**src/ipa_pkg.sv**
```systemverilog
// Shared constants, layouts and types of the indirect pointer addressing unit.
package ipa_pkg;

  // Data path widths and default pair count.
  localparam int ADDR_W = 12;
  localparam int DATA_W = 8;
  localparam int PAIRS_DEFAULT = 3;

  // Operand block of pointer pair n starts at PAIR0_BASE - n * PAIR_STRIDE.
  localparam logic [11:0] PAIR0_BASE = 12'hFEB;
  localparam logic [11:0] PAIR_STRIDE = 12'h008;
  localparam logic [11:0] OPND_LAST = 12'h004;
  localparam logic [11:0] PTR_LOW_GAP = 12'h002;
  localparam logic [11:0] PTR_HIGH_GAP = 12'h001;

  // Offsets of the virtual operands inside an operand block.
  localparam logic [2:0] OFS_ACC_OFFSET = 3'h0;
  localparam logic [2:0] OFS_PRE_INC = 3'h1;
  localparam logic [2:0] OFS_POST_DEC = 3'h2;
  localparam logic [2:0] OFS_POST_INC = 3'h3;
  localparam logic [2:0] OFS_INDIRECT = 3'h4;

  // Index of indirect_operand_one; its bus byte address is four times this.
  localparam logic [11:0] INDIRECT_OPERAND_ONE_IDX = 12'hFE7;

  // Bus map: data location a sits at byte address 4 * a.
  localparam logic [15:0] CTRL_ADDR = 16'h0000;
  localparam logic [15:0] STATUS_ADDR = 16'h0004;
  localparam int CTRL_ENABLE_BIT = 0;
  localparam logic CTRL_ENABLE_RESET = 1'b1;
  localparam int STATUS_BUSY_BIT = 16;
  localparam logic [11:0] PTR_RESET = 12'h000;
  localparam logic [2:0] HSIZE_WORD = 3'h2;

  // Access request from the execution logic, and request to data memory.
  typedef struct packed {
    logic valid;
    logic write;
    logic [11:0] addr;
    logic [7:0] wdata;
  } ipa_req_t;

  // Result of decoding one data address.
  typedef struct packed {
    logic virt;
    logic ptr;
    logic hi;
    logic [1:0] pair;
    logic [2:0] ofs;
  } ipa_dec_t;

  typedef enum logic {IPA_IDLE, IPA_MEM} ipa_state_t;

endpackage

```
**src/ipa_indirect.sv**
```systemverilog
// Indirect pointer addressing unit with its AHB-Lite register slave.
`timescale 1ns/1ps

module ipa_indirect #(
  parameter int NUM_PAIRS = ipa_pkg::PAIRS_DEFAULT
) (
  // Clock and reset.
  input wire logic hclk,
  input wire logic hresetn,
  // AHB-Lite slave.
  input wire logic hsel,
  input wire logic [31:0] haddr,
  input wire logic [1:0] htrans,
  input wire logic hwrite,
  input wire logic [2:0] hsize,
  input wire logic [31:0] hwdata,
  input wire logic hready,
  output logic hreadyout,
  output logic hresp,
  output logic [31:0] hrdata,
  // Execution logic side.
  input wire ipa_pkg::ipa_req_t cpu_req,
  input wire logic [7:0] cpu_accum,
  output logic cpu_ready,
  output logic cpu_done,
  output logic [7:0] cpu_rdata,
  // Data memory side.
  output ipa_pkg::ipa_req_t mem_req,
  input wire logic mem_ack,
  input wire logic [7:0] mem_rdata
);
  import ipa_pkg::*;

  // Data address map seen by the execution logic.
  // Each pointer pair owns a block of five virtual operands.
  // The block of pair n starts at PAIR0_BASE minus n times PAIR_STRIDE.
  // Inside a block the operands sit in this order:
  // the accumulator offset operand, the pre-increment operand,
  // the post-decrement operand, the post-increment operand,
  // and last the plain indirect operand.
  // The two pointer bytes sit just below the block of their pair.
  // The low byte is two below the block start, the high byte one below.
  // The virtual operands hold no storage at all.
  // Every other address is passed through to data memory unchanged.
  // A pair holds twelve bits; the high byte keeps only four of them.
  // The upper four bits of a high byte always read back as zero.
  // Up to four pairs fit the two-bit pair field of the decode result.

  logic [11:0] ptr [NUM_PAIRS];
  logic ctrl_enable;
  logic [11:0] last_ea;
  ipa_state_t state;
  logic ahb_act;
  logic ahb_wr;
  logic [31:0] ahb_addr;
  logic ahb_in_range;
  ipa_dec_t ahb_dec;
  logic ahb_ptr_wr;
  ipa_dec_t req_dec;
  ipa_dec_t tgt_dec;
  logic [11:0] cur_ptr;
  logic [11:0] ea;
  logic [11:0] next_ptr;
  logic [11:0] tgt_addr;
  logic take;
  logic tgt_void;
  logic need_mem;
  logic cpu_ptr_wr;
  logic upd;
  logic [7:0] tgt_ptr_byte;

  // The same decode serves three places: the bus data phase, the
  // incoming request and the address that a virtual operand reaches.
  // Using one function keeps the three views of the map identical.
  // The loop walks every pair, so a wider NUM_PAIRS needs no new code.
  // A hit sets either the virtual flag or the pointer flag, never both,
  // because the pointer bytes lie outside every operand block.
  // An address that hits nothing decodes to all zeros.
  // Classifies a data address as virtual operand, pointer byte or other.
  function automatic ipa_dec_t ipa_decode(input logic [11:0] a);
    ipa_dec_t d;
    logic [11:0] base;
    d = '0;
    base = '0;
    for (int n = 0; n < NUM_PAIRS; n++) begin
      base = PAIR0_BASE - 12'(n) * PAIR_STRIDE;
      if (a >= base && a <= base + OPND_LAST) begin
        d.virt = 1'b1;
        d.pair = 2'(n);
        d.ofs = 3'(a - base);
      end
      if (a == base - PTR_LOW_GAP || a == base - PTR_HIGH_GAP) begin
        d.ptr = 1'b1;
        d.pair = 2'(n);
        d.hi = (a == base - PTR_HIGH_GAP);
      end
    end
    return d;
  endfunction

  // The slave never stalls and always answers OKAY.
  assign hreadyout = 1'b1;
  assign hresp = 1'b0;

  // The bus runs with zero wait states: the address phase is captured
  // at the edge where hready is high, and the data phase follows in the
  // very next cycle.  Writes land at the end of the data phase, so a
  // read issued right behind a write already sees the new value.
  // Transfers of any size other than a word are dropped silently.
  // Address phase capture; only word transfers are taken.
  always_ff @(posedge hclk or negedge hresetn) begin
    if (!hresetn) begin
      ahb_act <= 1'b0;
      ahb_wr <= 1'b0;
      ahb_addr <= '0;
    end else if (hready) begin
      ahb_act <= hsel && htrans[1] && hsize == HSIZE_WORD;
      ahb_wr <= hwrite;
      ahb_addr <= haddr;
    end
  end

  // Data phase decode of the captured address.
  assign ahb_in_range = ahb_addr[31:14] == '0 && ahb_addr[1:0] == 2'h0;
  assign ahb_dec = ipa_decode(ahb_addr[13:2]);
  assign ahb_ptr_wr = ahb_act && ahb_wr && ahb_in_range && ahb_dec.ptr;

  // Read data is driven only in the data phase of a word read, so the
  // bus shows zero at every other time.
  // Virtual operand addresses read zero here, since they hold nothing.
  // Read data: control, status, pointer bytes; anything else reads zero.
  always_comb begin
    hrdata = '0;
    if (ahb_act && !ahb_wr && ahb_in_range) begin
      if (ahb_addr[15:0] == CTRL_ADDR) begin
        hrdata[CTRL_ENABLE_BIT] = ctrl_enable;
      end else if (ahb_addr[15:0] == STATUS_ADDR) begin
        hrdata[11:0] = last_ea;
        hrdata[STATUS_BUSY_BIT] = state == IPA_MEM;
      end else if (ahb_dec.ptr) begin
        hrdata[7:0] = ahb_dec.hi ? {4'h0, ptr[ahb_dec.pair][11:8]}
                                 : ptr[ahb_dec.pair][7:0];
      end
    end
  end

  // Control register: the enable gates acceptance of new accesses.
  always_ff @(posedge hclk or negedge hresetn) begin
    if (!hresetn) begin
      ctrl_enable <= CTRL_ENABLE_RESET;
    end else if (ahb_act && ahb_wr && ahb_in_range &&
                 ahb_addr[15:0] == CTRL_ADDR) begin
      ctrl_enable <= hwdata[CTRL_ENABLE_BIT];
    end
  end

  // Request decode and effective address generation.
  assign cpu_ready = ctrl_enable && state == IPA_IDLE;
  assign take = cpu_req.valid && cpu_ready;
  assign req_dec = ipa_decode(cpu_req.addr);
  assign cur_ptr = ptr[req_dec.pair];

  // The effective address and the next pointer value are worked out in
  // the same cycle as the request, so the update commits at the take.
  // The sign of the accumulator is extended over the four upper bits,
  // which lets a negative offset reach below the pointer.
  // All sums wrap at twelve bits, so an increment past FFF gives 000.
  // Carry from the low byte into the high byte comes free with the
  // single twelve-bit adder.
  // Effective address and next pointer value for each operand kind.
  always_comb begin
    ea = cur_ptr;
    next_ptr = cur_ptr;
    case (req_dec.ofs)
      OFS_ACC_OFFSET: begin
        ea = cur_ptr + {{4{cpu_accum[7]}}, cpu_accum};
      end
      OFS_PRE_INC: begin
        ea = cur_ptr + 12'h001;
        next_ptr = cur_ptr + 12'h001;
      end
      OFS_POST_DEC: begin
        next_ptr = cur_ptr - 12'h001;
      end
      OFS_POST_INC: begin
        next_ptr = cur_ptr + 12'h001;
      end
      OFS_INDIRECT: begin
        ea = cur_ptr;
      end
      default: begin
        ea = cur_ptr;
      end
    endcase
  end

  // Virtual operands redirect through their pair; others are direct.
  assign tgt_addr = req_dec.virt ? ea : cpu_req.addr;
  assign tgt_dec = ipa_decode(tgt_addr);
  assign tgt_void = req_dec.virt && tgt_dec.virt;
  assign need_mem = !tgt_dec.virt && !tgt_dec.ptr;
  assign cpu_ptr_wr = take && cpu_req.write && tgt_dec.ptr;
  assign upd = take && req_dec.virt && !(cpu_req.write && tgt_dec.ptr);
  assign tgt_ptr_byte = tgt_dec.hi ? {4'h0, ptr[tgt_dec.pair][11:8]}
                                   : ptr[tgt_dec.pair][7:0];

  // Software that rewrites a pointer byte moves every later access made
  // through that pair; nothing here guards against that.
  // When a bus write and a data write hit the same pair in one cycle,
  // the bus write wins and the data write is lost.
  // A write that a virtual operand sends to a pointer byte stores the
  // byte and skips the automatic update of the operand's own pair.
  // Pointer pairs: bus writes first, then data writes, then auto updates.
  // Only the pointer changes here; no status flag is produced at all.
  always_ff @(posedge hclk or negedge hresetn) begin
    if (!hresetn) begin
      for (int n = 0; n < NUM_PAIRS; n++) begin
        ptr[n] <= PTR_RESET;
      end
    end else begin
      for (int n = 0; n < NUM_PAIRS; n++) begin
        if (ahb_ptr_wr && ahb_dec.pair == 2'(n)) begin
          if (ahb_dec.hi) begin
            ptr[n][11:8] <= hwdata[3:0];
          end else begin
            ptr[n][7:0] <= hwdata[7:0];
          end
        end else if (cpu_ptr_wr && tgt_dec.pair == 2'(n)) begin
          if (tgt_dec.hi) begin
            ptr[n][11:8] <= cpu_req.wdata[3:0];
          end else begin
            ptr[n][7:0] <= cpu_req.wdata;
          end
        end else if (upd && req_dec.pair == 2'(n)) begin
          ptr[n] <= next_ptr;
        end
      end
    end
  end

  // Only accesses that reach data memory leave the idle state.
  // While waiting, cpu_ready is low, so no second request can be taken
  // and the held memory request cannot be overwritten.
  // Access sequencing: wait in IPA_MEM until data memory acknowledges.
  always_ff @(posedge hclk or negedge hresetn) begin
    if (!hresetn) begin
      state <= IPA_IDLE;
    end else begin
      case (state)
        IPA_IDLE: begin
          if (take && need_mem) begin
            state <= IPA_MEM;
          end
        end
        IPA_MEM: begin
          if (mem_ack) begin
            state <= IPA_IDLE;
          end
        end
        default: begin
          state <= IPA_IDLE;
        end
      endcase
    end
  end

  // Memory request is held until acknowledged.
  always_ff @(posedge hclk or negedge hresetn) begin
    if (!hresetn) begin
      mem_req <= '0;
    end else if (take && need_mem) begin
      mem_req.valid <= 1'b1;
      mem_req.write <= cpu_req.write;
      mem_req.addr <= tgt_addr;
      mem_req.wdata <= cpu_req.wdata;
    end else if (mem_ack) begin
      mem_req.valid <= 1'b0;
    end
  end

  // Internal targets answer one cycle after the take; memory targets
  // answer one cycle after the acknowledge.  Writes and void reads
  // return zero so that stale data never leaks to the requester.
  // Answer to the execution logic: one-cycle done pulse with read data.
  always_ff @(posedge hclk or negedge hresetn) begin
    if (!hresetn) begin
      cpu_done <= 1'b0;
      cpu_rdata <= '0;
    end else if (take && !need_mem) begin
      cpu_done <= 1'b1;
      if (tgt_void || cpu_req.write) begin
        cpu_rdata <= '0;
      end else begin
        cpu_rdata <= tgt_ptr_byte;
      end
    end else if (state == IPA_MEM && mem_ack) begin
      cpu_done <= 1'b1;
      cpu_rdata <= mem_req.write ? 8'h00 : mem_rdata;
    end else begin
      cpu_done <= 1'b0;
    end
  end

  // Status: address reached by the last accepted access.
  always_ff @(posedge hclk or negedge hresetn) begin
    if (!hresetn) begin
      last_ea <= '0;
    end else if (take) begin
      last_ea <= tgt_addr;
    end
  end

endmodule

```
**config.mk**
```make
export PLATFORM = sky130hd
export DESIGN_NAME = ipa_indirect
export DESIGN_NICKNAME = d
export VERILOG_FILES = /design/src/ipa_pkg.sv /design/src/ipa_indirect.sv
export SDC_FILE = /design/constraint.sdc
export NUM_CORES = 1
export LEC_CHECK = 0
export ABC_AREA = 0
export ABC_CLOCK_PERIOD_IN_PS = 7600
export BUFFER_PORTS_ARGS = -buffer_cell sky130_fd_sc_hd__buf_2
export CORE_ASPECT_RATIO = 0.75
export CORE_MARGIN = 4
export CORE_UTILIZATION = 35
export DETAILED_ROUTE_END_ITERATION = 8
export PLACE_DENSITY = 0.55
export SLEW_MARGIN = 0
export SYNTH_ARGS = -nofsm -noshare
export SYNTH_HDL_FRONTEND = slang
export SYNTH_SLANG_ARGS = --single-unit
```
**constraint.sdc**
```tcl
create_clock -name hclk -period 7.6 [get_ports hclk]
set_clock_uncertainty 0.1 [all_clocks]
set_input_delay 0.38 -clock hclk [delete_from_list [all_inputs] [get_ports hclk]]
set_output_delay 0.38 -clock hclk [all_outputs]
set_load 0.02 [all_outputs]
```
==> qor.yml, run 1 <==
arrival_ns: 6.74
ctsRootBufferMaster: "clkbuf_16"
end_kind: "flop"
synth_top_area_share: 0.341
clkTransAtPathRegs_ns: 0.05
synth.yosys.seq_area_share: 0.344
grt_start_max_net_pins: 64
dp_cells: 1365
dieArea_mm2: 0.0265
rsz0062_at_grt: "no"
cp.required_ns: 7.80
antenna_found_initial: 0
relSlewSlack: 0.327
die_h_um: 142
grt_pass1_vias: 7817
dieWidth_um: 187
setup_viol: 0
multiInputGateArea_mm2: 0.00508
ant_nets: 0
row_count: 48
core-area_mm2: 0.0232
tns_ns: 0
synth_area_leader_cell: "dfrtp_1"
p_per_area_mw_per_mm2: 159
tightest_slew_ns: 1.01
ios: 179
drv_slew: 0
cts-buffers-inserted: 17
cts_sinks: 115
routed_wl_um: 31000
start_util: 0.360
routed_via_density: 5.87
synth_edf_count: 0
nFillCells: 2382
syn_area_per_cell_um2: 8.69
drc_errors: 0
dp_hpwl_um: 24200
globalRouteOverflowTotal: 0
fin_nets: 1216
drtIter0Drc: 907
seqCellArea_mm2: 0.00288
crit_type: "in -> reg"
hold_viol: 0
vias: 8196
ys_warn_count: 0
drive_gt1_frac: 0.251
synth-seq-cells: 115
p_leak_nw: 4.53
netlist_instances: 962
synthArstFlopShare: 1.00
synth_area_mm2: 0.00836
areaGrowthSynthToFinish_pct: 16.9
cp-start-kind: "input port"
io_buffer_count: 132
fmax_mhz: 153
synth.distinct_cells: 91
ys_dominant_reg_cell: "dfrtp_1"
grtUsageTotal: 0.229
post_cts_resized: 0
drv_cap: 0
grt_pass1_wl_um: 47200
gp_congestion: 0.946
period_minus_slack_ns: 6.54
hold_path_class: "in -> reg"
clk_latency_ns: 0.43
crit_fanout: 14
cts_buffer_depth: 2
status: "completed"
final_cells: 1397
htreeDepth: 4
detail_route.wl_per_cell_um: 22.2
period_share: 0.860
ir_drop_v: 0.000138
cts_tree: "done"
antenna_cells: 0
ys_top_cells_by_area: "dfrtp_1, mux2_2, nand2_1"
drt_pre_antenna_iters: 7
==> synthesized netlist by cell type (14+ instances only) <==
cell type	instances
o22ai_1	20
dfrtp_1	114
nand3_1	21
nand2_1	102
mux2_2	59
ha_1	17
inv_1	33
buf_2	14
mux2i_1	17
nor3_1	19
nor2_1	83
buf_4	22
o21ai_0	58
clkbuf_1	20
a21oi_1	74
==> timing repair <==
action / 4_1_cts / 5_1_grt
setup endpoints to repair: 0 / 0
endpoints found under the hold margin: 51 / 0
setup buffers: 0 / 0
hold buffers: 1 / 0
==> cells in the final DEF (no fill, tap or decap), types with 9 or more instances in the layout <==
master	Yosys	routed
and3_1	13	13
xnor2_1	10	10
ha_1	17	17
nand3_1	21	21
nor3_1	19	19
nand2_1	102	102
buf_4	22	13
a21oi_1	74	73
o22ai_1	20	20
inv_1	33	33
nor4_1	13	13
buf_2	14	131
conb_1	2	21
nor2_1	83	83
o31ai_1	13	13
mux2_2	59	59
or3_1	13	13
mux2i_1	17	17
o221ai_1	12	12
o21ai_0	58	58
clkbuf_16	0	17
and2_1	13	13
dfrtp_1	114	114
nand4_1	10	10
o21a_1	10	10
a21o_1	9	9
a211oi_1	11	11
==> routing by layer <==
layer  global-route usage  vias to the layer above  wire [um]
met2                0.324                      370      12600
met5                    0                        -          0
met4               0.0405                        0        260
li1                     -                     3781          -
met1                0.347                     4021      14900
met3               0.0711                       24       3180
==> registers in the layout (all words and copies together) (netlist names) <==
| register | flops |
|---|---|
| ahb_act | 1 |
| ahb_addr | 32 |
| ahb_wr | 1 |
| cpu_done | 1 |
| cpu_rdata | 8 |
| ctrl_enable | 1 |
| last_ea | 12 |
| mem_req | 22 |
| ptr | 36 |
| state | 1 |
==> critical path, stage by stage <==
cell and delay [ns]:
buf_2 0.26, inv_1 0.20, ha_1 0.30, nor4_2 0.60
or4_4 0.38, o22ai_1 0.21, nor2_1 0.33, ha_1 0.30
inv_1 0.07, fa_1 0.41, nor2b_1 0.18, o22ai_1 0.12
xor2_1 0.17, a21oi_1 0.17, a21oi_1 0.10, a31o_2 0.33
nor4_1 0.68, o21ai_1 0.30, nand3_1 0.37, nor2_1 0.12
o32ai_4 0.39, mux2_4 0.35
==> per-stage QoR <==
stage	hold WS [ns]	instance area (um2)	power (mW)	util	setup slack [ns]
5_1_grt	0.0742	9780	1.62	0.421	0.758
3_3_place_gp	0.355	9240	0.822	0.397	0.899
4_1_cts	0.0507	9780	1.57	0.421	1.25
3_5_place_dp	0.356	9240	0.824	0.397	0.834
2_1_floorplan	-0.0156	8440	0.756	-	2.16
6_report	0.0771	9780	1.56	0.421	1.06
==> area by class of cell <==
type                            count  area share
Timing Repair Buffer              145      0.0780
Clock inverter                     10     0.00883
Inverter                           38      0.0146
Multi-Input combinational cell    768       0.520
Sequential cell                   115       0.294
Tap cell                          300      0.0384
Clock buffer                       21      0.0460
==> final timing paths <==
| check | from | endpoint | slack, ns | cells past startpoint |
|---|---|---|---|---|
| max in group asynchronous | hresetn | ptr[34] | 5.64 | 3 |
| min reg2reg | mem_req[17] | mem_req[17] | 0.37 | 2 |
| max | cpu_req[8] | ptr[26] | 1.06 | 22 |
| min in group asynchronous | hresetn | ahb_addr[24] | 0.44 | 2 |
| max reg2reg | ptr[14] | ptr[34] | 2.14 | 17 |
| min | mem_ack | state | 0.08 | 2 |
==> power by group <==
| part | total [mW] | switching [mW] | leakage [nW] | internal [mW] |
|---|---|---|---|---|
| logic | 0.166 | 0.106 | 2.76 | 0.0599 |
| registers | 0.649 | 0.0141 | 1.52 | 0.635 |
| clock network | 0.743 | 0.291 | 0.258 | 0.452 |
| total | 1.56 | 0.411 | 4.53 | 1.15 |
==> cell families after synthesis <==
family,after synthesis,share of synthesized area
DFF,115,0.344
and+or+nand+nor,331,0.193
muxes,85,0.115
buffers and inverters,98,0.0568
AOI/OAI and AO/OA,296,0.244
adders and majority gates,18,0.0278
other,2,0.000898
xor gates and xnor gates,17,0.0178
No activity file was read; power rests on OpenSTA's default activity.
==> run 2, diff against run 1 <==
--- a/config.mk
+++ b/config.mk
@@ -13,6 +13,7 @@
 export CORE_UTILIZATION = 35
 export DETAILED_ROUTE_END_ITERATION = 8
 export PLACE_DENSITY = 0.55
+export REMOVE_ABC_BUFFERS = 1
 export SLEW_MARGIN = 0
 export SYNTH_ARGS = -nofsm -noshare
 export SYNTH_HDL_FRONTEND = slang
==> qor.yml, run 2 (synthesis gave the netlist of run 1 again) <==
htreeDepth: 4
r2r_start: "ptr[14]"
cp.required_ns: 7.81
tns_ns: 0
gp_congestion: 0.973
antenna_cells: 0
row_count: 48
die_h_um: 142
period_share: 0.831
min_from: "mem_ack"
grtUsageTotal: 0.226
tightest_slew_ns: 1.02
end_kind: "flop"
areaGrowthSynthToFinish_pct: 18.0
hold_viol: 0
placed_area_mm2: 0.00926
seq_power_share: 0.395
r2r_slack_ns: 2.11
dp_hpwl_um: 23400
top_regs: "ptr: 36 flops, ahb_addr: 32 flops, mem_req: 22 flops"
post-cts-setup-buffer-count: 0
drc_errors: 0
drv_cap: 0
period_minus_slack_ns: 6.32
drive_gt1_frac: 0.253
vias: 8240
nFillCells: 2379
p_per_area_mw_per_mm2: 167
fin_area_mm2: 0.00987
drtIter0Drc: 776
start_util: 0.360
p_clk_frac: 0.504
post_cts_resized: 0
arrival_ns: 6.53
cts_buffer_depth: 2
grt_pass1_wl_um: 46400
core-area_mm2: 0.0232
io_buffer_count: 132
routed_via_density: 5.88
cts-buffers-inserted: 17
final_common_cell: "buf_2"
status: "completed"
cp-startpoint: "cpu_req[8]"
final_cell_mix: "buf_2, dfrtp_1, nand2_1"
p_leak_nw: 4.58
fin_nets: 1219
crit_type: "in -> reg"
cp-start-kind: "input port"
clkTransAtPathRegs_ns: 0.06
crit_fanout: 13
ctsRootBufferMaster: "clkbuf_16"
cts_sinks: 115
ant_nets: 0
globalRouteOverflowTotal: 0
switching_share: 0.249
top_register: "ptr"
grt_pass1_vias: 7612
power.switching_mw: 0.409
antenna_found_initial: 0
setup_viol: 0
p_comb_frac: 0.101
drv_slew: 0
clk_latency_ns: 0.43
fmax_mhz: 158
hold_path_class: "in -> reg"
cts_tree: "done"
grt_start_max_net_pins: 79
dieArea_mm2: 0.0265
hold-worst-slack_ns: 0.0713
dieWidth_um: 187
drt_pre_antenna_iters: 6
rsz0062_at_grt: "no"
relSlewSlack: 0.320
ir_drop_v: 0.000157
ios: 179
detail_route.wl_per_cell_um: 21.6
routed_wl_um: 30300
internal_power_mw: 1.24
largest_reg_flops: 36
[run 2: cell count changes in the layout (fill, tap and decap cells not counted)]
cell	delta
clkbuf_8	+2
bufinv_16	+2
buf_4	+3
clkinv_4	-1
clkinv_2	-2
[run 2: layer usage]
layer / vias to the layer above / part of all wire / wire length (um) / global-route usage
met3: 39 / 0.11 / 3320 / 0.0785
met5: - / 0 / 0 / 0
met1: 3967 / 0.49 / 14700 / 0.345
met2: 429 / 0.39 / 11800 / 0.302
met4: 0 / 0.014 / 430 / 0.0541
li1: 3805 / - / - / -
[run 2: worst paths after layout]
kind | cells past startpoint | end
max reg2reg | 17 | ptr[35]
min in group asynchronous | 2 | mem_req[6]
min | 2 | state
max | 21 | ptr[35]
max in group asynchronous | 3 | mem_req[11]
min reg2reg | 2 | mem_req[17]
[run 2: per-stage QoR]
step,utilization,setup slack (ns),total power [mW],std cells
final,0.425,1.28,1.64,1401
after global routing,0.425,0.953,1.71,1401
after CTS,0.425,1.41,1.66,1401
after detailed placement,0.398,0.984,0.823,1368
after global placement,0.398,1.07,0.822,1368
after floorplan,-,1.77,0.742,921
[run 2: power groups by stage]
stage	Sequential [mW]	Clock, mW	Combinational [mW]
finish	0.649	0.829	0.166
global route	0.652	0.873	0.183
CTS	0.649	0.842	0.164
detailed placement	0.659	0	0.163
global placement	0.659	0	0.162
floorplan	0.662	0	0.0804
[run 2: what timing repair did]
action                     CTS  global route
hold buffers                 1             0
hold endpoints to repair    37             0
setup endpoints to repair    0             0
[run 2: cell type report]
class,count,area (um2),area share
multi-input combinational,768,5080,0.515
sequential,115,2880,0.292
timing repair buffer,148,786,0.0796
clock buffer,23,478,0.0484
tap,300,375,0.0380
inverter,38,143,0.0144
clock inverter,9,128,0.0129
[run 2: worst max-delay path, stage by stage]
cell and delay [ns]:
buf_2 0.10, buf_4 0.18, ha_1 0.26, nor4_2 0.57, o32ai_4 0.31, a21oi_1 0.31, or2_0 0.35, inv_2 0.16
ha_1 0.38, o211a_1 0.25, a211oi_1 0.27, a211oi_1 0.13, o41ai_1 0.42, xor2_1 0.15, o311a_1 0.41, a211oi_2 0.23
buf_4 0.22, nand3_1 0.41, nor2_1 0.27, a2bb2oi_2 0.36, mux2_2 0.38
==> run 3, diff against run 2 <==
--- a/config.mk
+++ b/config.mk
@@ -5,14 +5,14 @@
 export SDC_FILE = /design/constraint.sdc
 export NUM_CORES = 1
 export LEC_CHECK = 0
-export ABC_AREA = 0
-export ABC_CLOCK_PERIOD_IN_PS = 7600
+export ABC_AREA = 1
+export ABC_CLOCK_PERIOD_IN_PS = 5400
 export BUFFER_PORTS_ARGS = -buffer_cell sky130_fd_sc_hd__buf_2
 export CORE_ASPECT_RATIO = 0.75
 export CORE_MARGIN = 4
 export CORE_UTILIZATION = 35
 export DETAILED_ROUTE_END_ITERATION = 8
-export PLACE_DENSITY = 0.55
+export PLACE_DENSITY = 0.56
 export REMOVE_ABC_BUFFERS = 1
 export SLEW_MARGIN = 0
 export SYNTH_ARGS = -nofsm -noshare
==> constraint.sdc (replaced) <==
create_clock -name hclk -period 5.4 [get_ports hclk]
set_clock_uncertainty 0.1 [all_clocks]
set_input_delay 0.27 -clock hclk [delete_from_list [all_inputs] [get_ports hclk]]
set_output_delay 0.27 -clock hclk [all_outputs]
set_load 0.02 [all_outputs]
==> qor.yml, run 3 <==
power.switching_mw: 0.964
cts_sinks: 115
drt_pre_antenna_iters: 6
reg2reg_depth: 28
cts_buffer_depth: 2
final_cell_mix: "nand2_1, inv_1, nor2_1"
grt_pass1_wl_um: 58300
ys_dominant_reg_cell: "dfrtp_1"
row_count: 52
crit_fanout: 12
core-area_mm2: 0.0271
p_clk_frac: 0.434
clkTransAtPathRegs_ns: 0.06
cts-buffers-inserted: 17
switching_share: 0.318
detail_route.wl_per_cell_um: 17.7
end_kind: "flop"
tightest_slew_ns: 0.926
areaGrowthSynthToFinish_pct: 25.6
dieWidth_um: 200
top_regs: "ptr: 36 flops, ahb_addr: 32 flops, mem_req: 22 flops"
drive_gt1_frac: 0.205
arrival_ns: 5.04
synth.yosys.seq_area_share: 0.296
relSlewSlack: 0.382
drc_errors: 0
drv_cap: 0
ios: 179
cp_num_buf_inv: 6
routed_wl_um: 37300
tns_ns: 0
hold_path_depth: 4
met3_usage: 0.0683
grt_use_met2: 0.333
synth.most_common_cell: "nand2_1"
routed_via_density: 5.16
ant_nets: 0
synth.top_cells.by_count: "nand2_1, inv_1, nor2_1"
dp_hpwl_um: 29700
synth_top_area_share: 0.294
clk_latency_ns: 0.43
ir_drop_v: 0.000127
die_h_um: 152
reg2reg_to: "ptr[24]"
rsz0062_at_grt: "no"
p_comb_frac: 0.225
internal_power_mw: 2.07
placed_area_mm2: 0.0112
largest_reg_flops: 36
min_from: "hsize[0]"
synth_area_leader_cell: "dfrtp_1"
cp.required_ns: 5.62
synth_area_mm2: 0.00972
critical_path.most_common_cell: "nand2_1"
p_leak_nw: 6.42
io_buffer_count: 132
ctsRootBufferMaster: "clkbuf_16"
synth_edf_count: 0
vias: 10900
syn_area_per_cell_um2: 6.42
netlist_instances: 1513
top_usage_layer: "met1"
r2r_start: "ptr[0]"
crit_type: "in -> reg"
synthArstFlopShare: 1.00
fin_area_mm2: 0.0122
hold_path_class: "in -> reg"
crit_family: "simple AND/OR/NAND/NOR gates"
start_util: 0.358
antenna_found_initial: 1
drtIter0Drc: 1087
holdPathEnd: "ahb_act"
hold_viol: 0
ys_top_cells_by_area: "dfrtp_1, nand2_1, inv_1"
slowest_delay_ns: 0.29
p_per_area_mw_per_mm2: 248
cp-start-kind: "input port"
slowest_stage: "ha_1"
fin_nets: 1871
gp_congestion: 0.972
status: "completed"
htreeDepth: 4
ys_warn_count: 0
synth-seq-cells: 115
final_common_cell: "nand2_1"
dieArea_mm2: 0.0305
fmax_mhz: 207
grtUsageTotal: 0.240
globalRouteOverflowTotal: 0
cts_tree: "done"
setup_viol: 0
r2r_slack_ns: 0.81
period_minus_slack_ns: 4.83
grtUsageMet1: 0.363
synth.distinct_cells: 63
drv_slew: 0
top_register: "ptr"
period_share: 0.894
seq_power_share: 0.341
grt_start_max_net_pins: 64
grt_pass1_vias: 10300
run 3: power groups by stage:
stage | sequential, mW | combinational, mW | clock, mW
finish | 1.03 | 0.681 | 1.32
global route | 1.04 | 0.759 | 1.38
CTS | 1.03 | 0.677 | 1.33
detailed placement | 1.05 | 0.652 | 0
global placement | 1.04 | 0.647 | 0
floorplan | 1.09 | 0.326 | 0
run 3: final cells by class:
type / instances / area, um2
fillers: 2871 / 14900
multi-input cells: 1150 / 5790
flip-flops and latches: 115 / 2880
repair buffers: 240 / 1610
inverters: 216 / 813
well taps: 351 / 439
clock buffers: 18 / 429
clock inverters: 14 / 233
diodes: 1 / 2.50
run 3: what timing repair did:
action | 4_1_cts | 5_1_grt
setup buffers | 0 | 1
setup endpoints to repair | 0 | 29
hold buffers | 36 | 0
endpoints found under the hold margin | 88 | 0
gates resized for setup | 0 | 7
run 3: worst register-to-register path, delay by kind of cell (launching register included):
kind                       cells  cell delay [ns]
DFF                            1             0.47
adders and majority gates      2             0.60
and+or+nand+nor               14             2.01
buffers and inverters          5             0.50
xor gates and xnor gates       1             0.08
AOI/OAI and AO/OA              6             0.70
run 3: through the flow:
step	setup slack [ns]	util	power (mW)	hold WS, ns	std cells
after global placement	0.114	0.411	1.69	0.261	2035
final	0.574	0.450	3.03	0.0475	2105
after detailed placement	0.00558	0.411	1.70	0.263	2035
after CTS	0.420	0.449	3.04	0.0274	2103
after floorplan	0.202	-	1.42	-0.126	1481
after global routing	0.0325	0.450	3.18	0.0442	2105
run 3: how the worst max path moves through the flow:
stage | startpoint | endpoint | slack (ns) | cells after the start
2_1_floorplan | cpu_req[8] | mem_req[18] | 0.20 | 34
3_3_place_gp | cpu_req[8] | ptr[20] | 0.11 | 39
3_5_place_dp | cpu_req[8] | ptr[20] | 0.006 | 39
4_1_cts | cpu_req[8] | ptr[20] | 0.42 | 39
5_1_grt | cpu_req[8] | ptr[25] | 0.03 | 34
6_report | cpu_req[8] | ptr[24] | 0.57 | 38
run 3: layer usage:
layer,vias up,part of all wire
met3,56,0.094
met4,0,0.022
met2,440,0.40
met5,-,0
met1,5048,0.49
li1,5318,-
run 3: kinds of logic (layout without fill, tap and decap cells):
| group | Yosys count | after routing | synth area share |
|---|---|---|---|
| adders and majority gates | 18 | 18 | 0.0239 |
| buffers and inverters | 267 | 488 | 0.117 |
| xor gates and xnor gates | 3 | 3 | 0.00270 |
| AOI/OAI and AO/OA | 220 | 220 | 0.131 |
| DFF | 115 | 115 | 0.296 |
| other | 2 | 22 | 0.000773 |
| and+or+nand+nor | 888 | 888 | 0.428 |
